$ cat src/pkg/mac_misc_pkg.sv
/*
 * Register map, field positions, reset values and timing constants for the
 * MAC miscellaneous flow-control register bank.
 * Assumes a 32-bit AXI4-Lite register bus and a 100 MHz clock.
 */
package mac_misc_pkg;

	localparam logic [15:0] FUTURE_EXTENSION_CONTROL_OFFSET = 16'h002C;
	localparam logic [15:0] PCI_LOCATION_CAPTURE_OFFSET = 16'h0038;
	localparam logic [15:0] PAUSE_TRANSMIT_TIMER_OFFSET = 16'h0170;
	localparam logic [15:0] PAUSE_REFRESH_THRESHOLD_OFFSET = 16'h5F40;

	localparam int CABLE_UNPLUGGED_BIT = 2;
	localparam int PHY_POWER_BIT = 3;
	localparam int XOFF_ON_PAUSE_BIT = 7;
	localparam int CRC_TRIGGER_EN_BIT = 8;
	localparam int RAM_LOCK_EN_BIT = 9;

	localparam int FUNCTION_LSB = 8;
	localparam int DEVICE_LSB = 11;
	localparam int BUS_LSB = 16;
	localparam logic [2:0] FUNCTION_NUMBER = 3'h0;
	localparam logic [4:0] DEVICE_NUMBER = 5'h19;

	localparam logic [2:0] FUTURE_CTRL_RESET = 3'h0;
	localparam logic [7:0] BUS_NUMBER_RESET = 8'h00;
	localparam logic [15:0] PAUSE_TIMER_RESET = 16'h0000;
	localparam logic [15:0] REFRESH_THRESHOLD_RESET = 16'h0000;

	localparam int CLOCK_MHZ = 100;
	localparam int SLOT_BYTE_TIMES = 64;
	// Byte time at 1 Gb/s is 8 ns; slot is 512 ns, rounded down to whole cycles
	localparam int BYTE_TIME_NS = 8;
	localparam int SLOT_CYCLES = (SLOT_BYTE_TIMES * BYTE_TIME_NS * CLOCK_MHZ) / 1000;

	localparam logic [1:0] AXI_RESP_OKAY = 2'h0;
	localparam logic [1:0] AXI_RESP_SLVERR = 2'h2;

endpackage : mac_misc_pkg

$ cat src/rtl/mac_misc_flow_ctrl_regs.sv
/*
 * MAC miscellaneous control/status registers with flow-control refresh logic,
 * reached over AXI4-Lite.
 * Assumes all status and event inputs are on aclk; the PHY pins pass a
 * three-stage synchroniser here. lan_reset_n, pci_reset_n and d3_to_d0 are
 * synchronous to aclk.
 * Offsets are byte addresses; address bits 1:0 are ignored.
 * Slot length is fixed at build time, so refresh cannot follow link speed.
 * The RAM lock is sticky; software cannot clear it, only a reset.
 */
// Notes on behaviour
// - Extension register reset only by LAN reset.
// - Cable-unplugged status shows on bit 2.
// - Bit 3 shows external PHY power.
// - Bit 7 repeats XOFF while transmitter paused.
// - Bit 8 pulses trigger on CRC mismatch.
// - Trigger ignored while CRC offloaded to hardware.
// - Bit 9 locks RAM writes until reset.
// - Function number reads zero.
// - Device number reads twenty-five.
// - Bus number captured on type 0 write.
// - Bus number cleared by three resets.
// - Timer value goes into pause frames.
// - Pause time counts in 64-byte slots.
// - Refresh threshold reached resends XOFF when full.
// - Refresh counter advances once per slot.
// - Zero threshold disables refresh.
// - Threshold upper bits read zero.
`timescale 1ns/100ps
module mac_misc_flow_ctrl_regs
	import mac_misc_pkg::*;
#(
	parameter int ADDR_WIDTH = 16
) (
	input wire logic aclk,
	input wire logic aresetn,
	input wire logic lan_reset_n,
	input wire logic pci_reset_n,
	input wire logic d3_to_d0,

	input wire logic [ADDR_WIDTH-1:0] s_axi_awaddr,
	input wire logic [2:0] s_axi_awprot,
	input wire logic s_axi_awvalid,
	output logic s_axi_awready,

	input wire logic [31:0] s_axi_wdata,
	input wire logic [3:0] s_axi_wstrb,
	input wire logic s_axi_wvalid,
	output logic s_axi_wready,

	output logic [1:0] s_axi_bresp,
	output logic s_axi_bvalid,
	input wire logic s_axi_bready,

	input wire logic [ADDR_WIDTH-1:0] s_axi_araddr,
	input wire logic [2:0] s_axi_arprot,
	input wire logic s_axi_arvalid,
	output logic s_axi_arready,

	output logic [31:0] s_axi_rdata,
	output logic [1:0] s_axi_rresp,
	output logic s_axi_rvalid,
	input wire logic s_axi_rready,

	input wire logic cable_unplugged_pin,
	input wire logic phy_power_pin,
	input wire logic cfg_type0_write,
	input wire logic [7:0] cfg_bus_number,

	input wire logic crc_mismatch,
	input wire logic crc_hw_offload,

	input wire logic tx_paused,
	input wire logic rx_above_low_threshold,
	input wire logic xoff_sent,

	output logic xoff_request,
	output logic crc_mismatch_trigger,
	output logic ram_write_lock,
	output logic [15:0] pause_time_value,
	output logic [15:0] pause_slot_pulse
);

	localparam int SLOT_CNT_W = $clog2(SLOT_CYCLES + 1);

	// One-hot register select, shared by the read and write decoders
	typedef enum logic [4:0] {
		SEL_NONE = 5'b00001,
		SEL_EXT = 5'b00010,
		SEL_LOC = 5'b00100,
		SEL_TIMER = 5'b01000,
		SEL_THRESH = 5'b10000
	} reg_sel_t;

	typedef struct packed {
		logic awready;
		logic wready;
		logic aw_held;
		logic w_held;
		logic [ADDR_WIDTH-1:0] awaddr;
		logic [31:0] wdata;
		logic [3:0] wstrb;

		logic bvalid;
		logic [1:0] bresp;

		logic arready;
		logic rvalid;
		logic [31:0] rdata;
		logic [1:0] rresp;

		logic [2:0] cab_sync;
		logic [2:0] pwr_sync;
		logic cable_unplugged_flag;
		logic phy_power_status;

		logic [2:0] future_ctrl;
		logic [7:0] bus_number;
		logic [15:0] pause_timer;
		logic [15:0] refresh_threshold_value;

		logic [SLOT_CNT_W-1:0] slot_cnt;
		logic slot_tick;
		logic [15:0] refresh_cnt;

		logic xoff_request;
		logic crc_trigger;
		logic ram_lock;
	} state_t;

	state_t state_reg;
	state_t state_next;

	function automatic logic [31:0] merge_bytes(input logic [31:0] old_v, input logic [31:0] new_v,
		input logic [3:0] strb);
		logic [31:0] res;
		res = old_v;
		for (int i = 0; i < 4; i++) begin
			if (strb[i]) begin
				res[i*8 +: 8] = new_v[i*8 +: 8];
			end
		end
		return res;
	endfunction : merge_bytes

	function automatic logic is_mapped(input logic [ADDR_WIDTH-1:0] a);
		logic [15:0] w;
		w = 16'(a) & 16'hFFFC;
		return (w == FUTURE_EXTENSION_CONTROL_OFFSET) || (w == PCI_LOCATION_CAPTURE_OFFSET) ||
			(w == PAUSE_TRANSMIT_TIMER_OFFSET) || (w == PAUSE_REFRESH_THRESHOLD_OFFSET);
	endfunction : is_mapped

	function automatic reg_sel_t decode_reg(input logic [15:0] a);
		reg_sel_t sel;
		case (a & 16'hFFFC)
			FUTURE_EXTENSION_CONTROL_OFFSET: begin
				sel = SEL_EXT;
			end
			PCI_LOCATION_CAPTURE_OFFSET: begin
				sel = SEL_LOC;
			end
			PAUSE_TRANSMIT_TIMER_OFFSET: begin
				sel = SEL_TIMER;
			end
			PAUSE_REFRESH_THRESHOLD_OFFSET: begin
				sel = SEL_THRESH;
			end
			default: begin
				sel = SEL_NONE;
			end
		endcase
		return sel;
	endfunction : decode_reg

	// Three-stage pin synchroniser; a level counts once stages two and three agree
	function automatic logic [2:0] sync_shift(input logic [2:0] s, input logic pin);
		return {s[1:0], pin};
	endfunction : sync_shift

	function automatic logic sync_settled(input logic [2:0] s);
		return s[1] == s[2];
	endfunction : sync_settled

	function automatic logic [31:0] read_word(input state_t s, input reg_sel_t sel);
		logic [31:0] rv;
		rv = 32'h0000_0000;
		case (sel)
			SEL_EXT: begin
				rv[CABLE_UNPLUGGED_BIT] = s.cable_unplugged_flag;
				rv[PHY_POWER_BIT] = s.phy_power_status;
				rv[RAM_LOCK_EN_BIT:XOFF_ON_PAUSE_BIT] = s.future_ctrl;
			end
			SEL_LOC: begin
				rv[FUNCTION_LSB +: 3] = FUNCTION_NUMBER;
				rv[DEVICE_LSB +: 5] = DEVICE_NUMBER;
				rv[BUS_LSB +: 8] = s.bus_number;
			end
			SEL_TIMER: begin
				rv[15:0] = s.pause_timer;
			end
			SEL_THRESH: begin
				// Upper half stays zero whatever software wrote there
				rv[15:0] = s.refresh_threshold_value;
			end
			default: begin
				rv = 32'h0000_0000;
			end
		endcase
		return rv;
	endfunction : read_word

	always_comb begin
		logic [31:0] cur;
		logic [31:0] wv;
		logic [15:0] waddr;
		logic [15:0] raddr;
		reg_sel_t wsel;
		reg_sel_t rsel;
		cur = 32'h0000_0000;
		wv = 32'h0000_0000;
		waddr = 16'(state_reg.awaddr) & 16'hFFFC;
		raddr = 16'(s_axi_araddr) & 16'hFFFC;
		wsel = decode_reg(waddr);
		rsel = decode_reg(raddr);
		state_next = state_reg;

		// Pin inputs: change accepted once stages two and three agree
		state_next.cab_sync = sync_shift(state_reg.cab_sync, cable_unplugged_pin);
		state_next.pwr_sync = sync_shift(state_reg.pwr_sync, phy_power_pin);
		if (sync_settled(state_reg.cab_sync)) begin
			// Unplug report only counts while the PHY is powered
			state_next.cable_unplugged_flag = state_reg.cab_sync[2] & state_reg.phy_power_status;
		end
		if (sync_settled(state_reg.pwr_sync)) begin
			state_next.phy_power_status = state_reg.pwr_sync[2];
		end

		// Write channel: address and data taken independently
		if (s_axi_awvalid && state_reg.awready) begin
			state_next.awaddr = s_axi_awaddr;
			state_next.aw_held = 1'b1;
			state_next.awready = 1'b0;
		end

		if (s_axi_wvalid && state_reg.wready) begin
			state_next.wdata = s_axi_wdata;
			state_next.wstrb = s_axi_wstrb;
			state_next.w_held = 1'b1;
			state_next.wready = 1'b0;
		end

		// Response waits for both halves, so either order of arrival works
		if (state_reg.aw_held && state_reg.w_held && !state_reg.bvalid) begin
			state_next.aw_held = 1'b0;
			state_next.w_held = 1'b0;
			state_next.bvalid = 1'b1;
			state_next.bresp = is_mapped(state_reg.awaddr) ? AXI_RESP_OKAY : AXI_RESP_SLVERR;
			if (wsel == SEL_EXT) begin
				cur = 32'(state_reg.future_ctrl) << XOFF_ON_PAUSE_BIT;
				wv = merge_bytes(cur, state_reg.wdata, state_reg.wstrb);
				state_next.future_ctrl = wv[RAM_LOCK_EN_BIT:XOFF_ON_PAUSE_BIT];
			end
			if (wsel == SEL_TIMER) begin
				wv = merge_bytes({16'h0000, state_reg.pause_timer}, state_reg.wdata, state_reg.wstrb);
				state_next.pause_timer = wv[15:0];
			end
			if (wsel == SEL_THRESH) begin
				wv = merge_bytes({16'h0000, state_reg.refresh_threshold_value}, state_reg.wdata,
					state_reg.wstrb);
				state_next.refresh_threshold_value = wv[15:0];
			end
		end
		if (state_reg.bvalid && s_axi_bready) begin
			state_next.bvalid = 1'b0;
			state_next.awready = 1'b1;
			state_next.wready = 1'b1;
		end

		// Read channel: one-cycle answer after address taken
		if (s_axi_arvalid && state_reg.arready) begin
			state_next.arready = 1'b0;
			state_next.rvalid = 1'b1;
			state_next.rresp = is_mapped(s_axi_araddr) ? AXI_RESP_OKAY : AXI_RESP_SLVERR;
			state_next.rdata = read_word(state_reg, rsel);
		end
		if (state_reg.rvalid && s_axi_rready) begin
			state_next.rvalid = 1'b0;
			state_next.arready = 1'b1;
		end

		if (cfg_type0_write) begin
			state_next.bus_number = cfg_bus_number;
		end
		// Clear follows capture, so a reset in the same cycle wins
		if (!pci_reset_n || d3_to_d0) begin
			state_next.bus_number = BUS_NUMBER_RESET;
		end

		// Slot timebase shared by the pause and refresh timers
		// Whole cycles only, so a slot is slightly short of 512 ns
		state_next.slot_tick = 1'b0;
		if (state_reg.slot_cnt == SLOT_CNT_W'(SLOT_CYCLES - 1)) begin
			state_next.slot_cnt = '0;
			state_next.slot_tick = 1'b1;
		end else begin
			state_next.slot_cnt = state_reg.slot_cnt + SLOT_CNT_W'(1);
		end

		// Refresh counter: held at zero while the receive buffer is not above its low threshold, or when disabled
		state_next.xoff_request = 1'b0;
		// A drained buffer or zero threshold clears the count, so no stale count fires later
		if (!rx_above_low_threshold || state_reg.refresh_threshold_value == 16'h0000) begin
			state_next.refresh_cnt = 16'h0000;
		// A sent XOFF restarts the count, so a refresh waits a full threshold after it
		end else if (xoff_sent) begin
			state_next.refresh_cnt = 16'h0000;
		end else if (state_reg.refresh_cnt == state_reg.refresh_threshold_value) begin
			state_next.xoff_request = 1'b1;
			state_next.refresh_cnt = 16'h0000;
		end else if (state_reg.slot_tick) begin
			state_next.refresh_cnt = state_reg.refresh_cnt + 16'h0001;
		end
		// Repeat XOFF each slot while paused, when enabled
		if (state_reg.future_ctrl[0] && tx_paused && state_reg.slot_tick) begin
			state_next.xoff_request = 1'b1;
		end

		state_next.crc_trigger = crc_mismatch && state_reg.future_ctrl[1] && !crc_hw_offload;
		// Lock is sticky; only a reset releases it
		if (crc_mismatch && state_reg.future_ctrl[2]) begin
			state_next.ram_lock = 1'b1;
		end

		// LAN reset last, so it overrides every update above to the extension bits, bus number and lock
		if (!lan_reset_n) begin
			state_next.future_ctrl = FUTURE_CTRL_RESET;
			state_next.bus_number = BUS_NUMBER_RESET;
			state_next.ram_lock = 1'b0;
		end
	end

	// Power-on reset implies a LAN reset, so it clears the extension bits too
	always_ff @(posedge aclk) begin
		if (!aresetn) begin
			state_reg <= '0;
			state_reg.awready <= 1'b1;
			state_reg.wready <= 1'b1;
			state_reg.arready <= 1'b1;
			state_reg.future_ctrl <= FUTURE_CTRL_RESET;
			state_reg.pause_timer <= PAUSE_TIMER_RESET;
			state_reg.refresh_threshold_value <= REFRESH_THRESHOLD_RESET;
		end else begin
			state_reg <= state_next;
		end
	end

	assign s_axi_awready = state_reg.awready;
	assign s_axi_wready = state_reg.wready;
	assign s_axi_bvalid = state_reg.bvalid;
	assign s_axi_bresp = state_reg.bresp;
	assign s_axi_arready = state_reg.arready;
	assign s_axi_rvalid = state_reg.rvalid;
	assign s_axi_rdata = state_reg.rdata;
	assign s_axi_rresp = state_reg.rresp;
	assign xoff_request = state_reg.xoff_request;
	assign crc_mismatch_trigger = state_reg.crc_trigger;
	assign ram_write_lock = state_reg.ram_lock;
	assign pause_time_value = state_reg.pause_timer;
	// Bits above the tick are tied low; the port keeps its width for later use
	assign pause_slot_pulse = {15'h0000, state_reg.slot_tick};

endmodule : mac_misc_flow_ctrl_regs

$ cat config.mk
export PLATFORM = sky130hd
export DESIGN_NAME = mac_misc_flow_ctrl_regs
export DESIGN_NICKNAME = d
export VERILOG_FILES = /design/src/pkg/mac_misc_pkg.sv /design/src/rtl/mac_misc_flow_ctrl_regs.sv
export SDC_FILE = /design/constraint.sdc
export NUM_CORES = 1
export LEC_CHECK = 0
export BUFFER_PORTS_ARGS = -buffer_cell sky130_fd_sc_hd__buf_2
export CAP_MARGIN = 15
export CORE_UTILIZATION = 30
export CTS_CLUSTER_SIZE = 16
export DETAILED_ROUTE_END_ITERATION = 6
export REMOVE_ABC_BUFFERS = 1
export SETUP_SLACK_MARGIN = 0.2
export SYNTH_ARGS = -nofsm -noshare
export SYNTH_HDL_FRONTEND = slang
export SYNTH_SLANG_ARGS = --single-unit
$ cat constraint.sdc
create_clock -name aclk -period 2.47 [get_ports aclk]
set_clock_uncertainty 0.15 [all_clocks]
set_input_delay 0.494 -clock aclk [delete_from_list [all_inputs] [get_ports aclk]]
set_output_delay 0.494 -clock aclk [all_outputs]
set_load 0.01 [all_outputs]
# Word-level counts from Yosys, hierarchy flattened
# Index checks and enable logic that the tools add are counted.
# totals
ff_bits	146
output_inout_bits	76
word_cells	108
# op_classes
add_sub_neg	2
eq_ne	19
muxes	16
bitwise	3
reduce_logical	38
# ops
operator	count
$eq A14 B4 Y1 const B	4
$pmux W5 S4	2
$eq A14 B13 Y1 const B	2
$eq A14 B7 Y1 const B	2
$pmux W6 S3	1
$reduce_and A3 Y1	6
$add A16 B1 Y16 const B	1
$eq A16 B16 Y1	1
$logic_not A16 Y1	1
$logic_and A1 B1 Y1	12
$pmux W2 S3	2
$eq A5 B2 Y1 const B	2
$eq A5 B4 Y1 const B	2
$eq A5 B5 Y1 const B	2
$logic_or A1 B1 Y1	8
$mux W8	1
$reduce_or A2 Y1	4
$add A6 B1 Y6 const B	1
$eq A6 B6 Y1 const B	1
$pmux W3 S2	1
$eq A5 B3 Y1 const B	1
$mux W1	5
$logic_not A1 Y1	4
$mux W2	2
8 further kinds	10

# Depth between registers and ports, before layout
# Gate-level depths: netlist of the first run.
# depth
ltp_word	5
depth_mapped	6
mapped_depth_nobuf	5

# Worst setup path before layout of the first run
# Ideal clock, no wire load.
# synth_timing
path_type	input port to flip-flop
start	input s_axi_araddr[2]
end	register state_reg (netlist bit s_axi_rresp[1])
setup_time_ns	0.117
arrival_time_ns	1.861
required_ns	2.203
path_slack_ns	0.342
cell_stages	5
cell_sequence	or4b_1 -> nor4_4 -> buf_6 -> nor2_1 -> a32o_1
# synth_via
elab_chain_cells	5
elab_cells_between_ends	8
# synth_lines
item	line_no	source
start, declared	mac_misc_flow_ctrl_regs.sv:55	input wire logic [ADDR_WIDTH-1:0] s_axi_araddr,
$eq A14 B4 Y1	mac_misc_flow_ctrl_regs.sv:149	return (w == FUTURE_EXTENSION_CONTROL_OFFSET) || (w == PCI_LOCATION_CAPTURE_OFFSET) ||
$logic_or A1 B1 Y1 (2 in a row)	mac_misc_flow_ctrl_regs.sv:149	
$logic_or A1 B1 Y1 (*)	mac_misc_flow_ctrl_regs.sv:150	(w == PAUSE_TRANSMIT_TIMER_OFFSET) || (w == PAUSE_REFRESH_THRESHOLD_OFFSET);
$mux W2 (*)	mac_misc_flow_ctrl_regs.sv:283	state_next.rresp = is_mapped(s_axi_araddr) ? AXI_RESP_OKAY : AXI_RESP_SLVERR;
end signal, assigned	mac_misc_flow_ctrl_regs.sv:353	state_reg <= state_next;
end, declared	mac_misc_flow_ctrl_regs.sv:131	state_t state_reg;
# Every way passes the cells marked *; elsewhere a longest branch is shown, timed or not.
# A chain may end at the register's enable or synchronous reset.

# Final worst setup path of the first run
# layout_timing
start	register state_reg[6] in the netlist's numbering
end	register state_reg[16] in the netlist's numbering
# layout_via
elab_chain_cells	2
elab_cells_between_ends	3
# layout_lines
item
branches (longest 2 deep; another with $add A16 B1 Y16)
# Several ways; the timed one is not identified.

==> metrics.yaml, run 1 <==
placement:
  pre_cts_slack_ns: 0.143
  numPortBuffers: 122
  gp_congestion: 0.790
  place_inst: 1079
  hpwl_um: 12000
finish:
  drive_gt1_frac: 0.231
  diodes: 0
  fin_nets: 926
  largest_reg_flops: 87
  nFillCells: 2177
  stdcell_count: 1111
  syn2layout_area_growth_pct: 18.7
sta:
  min_period_ns: 2.00
  drv_slew: 0
  fin_ws_ns: 0.474
  worst_pin_slew_ns: 0.734
  max_slew_margin: 0.509
  finalSetupTns_ns: 0
  fmax_mhz: 501
  finalSetupViolCount: 0
  rsz0062_at_grt: "no"
  fin_crit_sh: 0.808
  finalHoldViolCount: 0
synth:
  synthDistinctLibCells: 48
  syn_area_um2: 6430
  ys_warn_count: 0
  synth-seq-cells: 142
  syn_avg_cell_area_um2: 8.65
  ys_async_sr_fraction: 0
  synth_seq_area_share: 0.442
  synth_ff_type: "dfxtp_1"
  syn_inst: 743
  synth_edf_count: 0
die:
  rows: 53
  die_w_um: 148
  fp.coreArea_um2: 21000
  die_y_um: 148
  initial_utilization: 0.306
  dieArea_um2: 22000
  io_pins: 176
setup_path:
  worst-path-max-fanout: 10
  worst-setup-path-type: "register to register"
  worstSetupStartpointType: "register"
  required_ns: 2.66
  crit_path_end_kind: "register"
  critPathArrivalTime_ns: 2.18
global_route:
  grt_pass1_vias: 4866
  grt_max_degree: 66
  antenna_found_initial: 0
  grt_pass1_wl_um: 26300
  grt_remaining_overflow: 0
  grt_use_total: 0.155
pwr:
  switching_power_w: 0.00129
  power.share.clock: 0.494
  power.leakage_nw: 2.98
  internal_power_w: 0.00419
  pwr-share-comb: 0.067
  irDropWorstVdd_mv: 0.502
  power_per_cell_area_nw_per_um2: 719
  swShare: 0.236
  seqPwrFrac: 0.439
route:
  drc: 0
  viasPerCell: 4.73
  routed_wl_um: 16700
  vias: 5257
  routedWlPerCell_um: 15.0
  ant_nets: 0
  wl_met2_um: 7670
  initialDrtViolationCount: 350
  m1WireLength_um: 7510
  wl_met3_um: 1090
  dr.pass1.iters: 5
  highest_layer: "met4"
clock_network:
  numCtsBuffers: 17
  post-cts-setup-buffers: 0
  htree_levels: 4
  insertion_delay_ns: 0.43
  postCtsHoldBufs: 0
  clockBufferDepth: 2
  clock-sinks: 142
  post_cts_resized: 0
  cts_tree: "done"
  cts_root_buffer: "clkbuf_16"
  clk_pin_slew_ns: 0.06
run:
  cap_violations: 0
outcome:
  status: "finished clean"
hold_path:
  hold_class: "primary input to register"
[worst max-delay path: stages (launching register included)]
cell	delay (ns)
dfxtp_1	0.44
and4_1	0.33
nand3_2	0.20
or4_1	0.54
a211oi_1	0.25
[metrics by stage]
step | hold WS, ns | area (µm²) | util | total power (W)
6_report | 0.0761 | 7630 | 0.363 | 0.00548
3_5_place_dp | 0.272 | 7010 | 0.333 | 0.00283
2_1_floorplan | 0.262 | 5840 | - | 0.00264
3_3_place_gp | 0.264 | 7010 | 0.333 | 0.00282
4_1_cts | 0.0606 | 7630 | 0.363 | 0.00554
5_1_grt | 0.0496 | 7630 | 0.363 | 0.00568
[cells by family after synthesis]
kind of cell               count (synthesis)  synth area share
AOI/OAI and AO/OA                        140             0.126
xor gates and xnor gates                  32            0.0436
adders and majority gates                  3           0.00584
buffers and inverters                    115             0.110
DFF                                      142             0.442
muxes                                     27            0.0423
other                                      1          0.000584
and+or+nand+nor                          283             0.230
[routing by layer]
metal	track usage	up-vias
li1	-	2659
met1	0.195	2441
met2	0.241	133
met3	0.0534	24
met4	0.0649	0
met5	0	-
[placed cells by master (no fill, tap or decap), drive strengths merged, types with 20 or more instances in the layout]
cell type / count
xnor2: 20
mux2i: 26
nor2: 34
conb: 25
dfxtp: 142
buf: 144
a21oi: 73
nand3: 38
nand2: 121
o21ai: 40
[path summary, 6_finish.rpt]
kind	from	endpoint	slack (ns)	depth (start not counted)
worst max-delay path	state_reg[6]	state_reg[16]	0.47	4
worst min-delay path	crc_hw_offload	crc_mismatch_trigger	0.08	2
worst max register to register	state_reg[6]	state_reg[16]	0.47	4
worst min register to register	state_next[75]	state_next[76]	0.28	1
[final cells by class]
cell class / count / area, µm² / area share
clock inverter: 14 / 190 / 0.0249
tap: 275 / 344 / 0.0451
sequential: 142 / 2840 / 0.373
multi-input combinational: 510 / 2970 / 0.389
inverter: 8 / 30.0 / 0.00394
clock buffer: 18 / 429 / 0.0562
timing repair buffer: 144 / 826 / 0.108
[Yosys cell counts (all sizes together) (4+ instances only)]
master  number  area share
xor2        12       0.016
and2         9      0.0088
buf         78       0.088
o21ai       40       0.031
a211oi       5      0.0058
nand3       38       0.030
nand4       19       0.018
and3         4      0.0039
a221oi      13       0.018
mux2i       26       0.040
nand2b       4      0.0039
or4          6      0.0082
clkbuf      29       0.017
inv          8      0.0047
dfxtp      142        0.44
or3          4      0.0039
nor4        11       0.021
and4         6      0.0082
nand2      121       0.071
a21oi       73       0.057
nor2        34       0.020
xnor2       20       0.027
nor3        15       0.015
[power by group through the flow]
stage          Clock (W)  Combinational (W)  Sequential, W
2_1_floorplan          0           0.000176        0.00246
3_3_place_gp           0           0.000367        0.00246
3_5_place_dp           0           0.000370        0.00246
4_1_cts          0.00276           0.000372        0.00241
5_1_grt          0.00285           0.000413        0.00242
6_report         0.00271           0.000367        0.00241
Note: power is estimated with default switching activity, not from simulation.
==> inputs of run 2 (changes only) <==
- clock period: 2.47 -> 1.76 ns (I/O delays scaled with it)
==> metrics.yaml, run 2 (synthesis results as in run 1) <==
outcome:
  status: "finished with violations"
  violations: "negative setup slack"
finish:
  final_cell_mix: "nand2_1 (121), dfxtp_1 (116), buf_2 (115), a21oi_1 (64), buf_4 (53)"
  area.sequential_um2: 2880
  fin_util: 0.428
  nFillCells: 2023
  layout_commonest_cell: "nand2_1"
  syn2layout_area_growth_pct: 39.9
  fin_nets: 991
  multi_input_area_um2: 3570
  drive_gt1_frac: 0.403
  largest_reg_flops: 87
  diodes: 0
pwr:
  irDropWorstVdd_mv: 0.726
  power.leakage_nw: 3.62
  switching_power_w: 0.00178
  seqPwrFrac: 0.438
  power.share.clock: 0.480
  power_per_cell_area_nw_per_um2: 861
  pwr-share-comb: 0.082
  internal_power_w: 0.00596
  swShare: 0.230
setup_path:
  worst-path-max-fanout: 8
  r2r_end: "state_reg[28]"
  r2r-start: "state_reg[156]"
  rr_worst_depth: 5
  crit_family: "simple AND/OR/NAND/NOR gates"
  required_ns: 1.94
  crit_chain: "nand4b_1 > or4_4 > nor3_4 > buf_12 > mux2i_2"
  r2r_setup_slack_ns: -0.04
  slowest_stage: "or4_4"
  worst-setup-path-type: "register to register"
  critical_path_buf_inv_count: 1
  crit_path_end_kind: "register"
  critPathArrivalTime_ns: 1.98
  worstSetupStartpointType: "register"
  critPathMaxStageDelay_ns: 0.54
route:
  vias: 5687
  drc: 0
  initialDrtViolationCount: 324
  dr.pass1.iters: 5
  routed_wl_um: 19100
  routedWlPerCell_um: 16.3
  ant_nets: 0
  viasPerCell: 4.84
die:
  rows: 53
  die_y_um: 148
  fp.coreArea_um2: 21000
  die_w_um: 148
  dieArea_um2: 22000
  initial_utilization: 0.306
  io_pins: 176
sta:
  drv_slew: 0
  fin_crit_sh: 1.02
  finalHoldViolCount: 0
  fmax_mhz: 556
  min_period_ns: 1.80
  finalSetupViolCount: 6
  fin_ws_ns: -0.0395
  finalSetupTns_ns: -0.0909
  rsz0062_at_grt: "yes"
  fin_hold_ws_ns: 0.0130
placement:
  hpwl_um: 12600
  numPortBuffers: 122
  gp_congestion: 0.794
  pre_cts_slack_ns: -0.357
clock_network:
  clockBufferDepth: 2
  clock-sinks: 142
  clk_pin_slew_ns: 0.06
  numCtsBuffers: 17
  cts_root_buffer: "clkbuf_16"
  htree_levels: 4
  insertion_delay_ns: 0.43
  cts_tree: "done"
hold_path:
  holdPathStages: 3
  hp-start: "s_axi_wdata[7]"
  hold_class: "primary input to register"
  min_to: "state_reg[127]"
global_route:
  grt_remaining_overflow: 0
  grt_use_total: 0.175
  antenna_found_initial: 1
  grt_max_degree: 61
  grt_pass1_wl_um: 29700
  grt_pass1_vias: 5503
run:
  cap_violations: 0
-- run 2: worst register-to-register path, stage by stage, from the launching register on --
cell,delay (ns)
dfxtp_2,0.32
nand4b_1,0.15
or4_4,0.54
nor3_4,0.18
buf_12,0.17
mux2i_2,0.20
-- run 2: what timing repair did --
| item | CTS | global route |
|---|---|---|
| setup buffers | 5 | 9 |
| pin swaps | 49 | 42 |
| endpoints found under the setup margin | 78 | 93 |
| endpoints found under the hold margin | 6 | 0 |
| cloned | 3 | 2 |
| hold buffers | 6 | 0 |
| resized for setup | 114 | 56 |
-- run 2: area by class of cell --
class / instances / area share
clock buffers: 21 / 0.0535
repair buffers: 209 / 0.172
multi-input cells: 510 / 0.397
clock inverters: 10 / 0.0152
inverters: 8 / 0.00334
well taps: 275 / 0.0383
flip-flops and latches: 142 / 0.320
-- run 2: worst max-delay path by stage --
| stage | startpoint | end | slack [ns] | cells past startpoint |
|---|---|---|---|---|
| 5_1_grt | state_reg[156] | state_reg[39] | -0.11 | 5 |
| 6_report | state_reg[156] | state_reg[28] | -0.04 | 5 |
| 3_3_place_gp | s_axi_araddr[9] | s_axi_rdata[8] | -0.31 | 6 |
| 2_1_floorplan | aresetn | state_reg[10] | -0.49 | 4 |
| 4_1_cts | state_reg[156] | state_reg[29] | -0.02 | 5 |
| 3_5_place_dp | s_axi_araddr[9] | s_axi_rdata[7] | -0.36 | 6 |
-- run 2: per-stage QoR --
step                      power, W  area (µm²)  cells
after floorplan            0.00370        5840    660
after global placement     0.00401        7400   1119
after detailed placement   0.00401        7400   1119
after CTS                  0.00779        8630   1164
after global routing       0.00804        8990   1175
final                      0.00774        8990   1175
-- run 2: power groups by stage --
stage	Combinational, W	Sequential (W)	Clock (W)
global placement	0.000556	0.00345	0
floorplan	0.000247	0.00345	0
CTS	0.000606	0.00339	0.00380
finish	0.000637	0.00339	0.00371
global route	0.000704	0.00340	0.00393
detailed placement	0.000562	0.00345	0
-- run 2: routing by layer --
layer | part of all wire | vias up | wire (µm) | global-route usage
met5 | 0 | - | 0 | 0
met4 | 0.022 | 0 | 422 | 0.0655
met3 | 0.042 | 29 | 795 | 0.0393
met2 | 0.48 | 151 | 9210 | 0.286
met1 | 0.45 | 2711 | 8700 | 0.223
li1 | - | 2796 | - | -
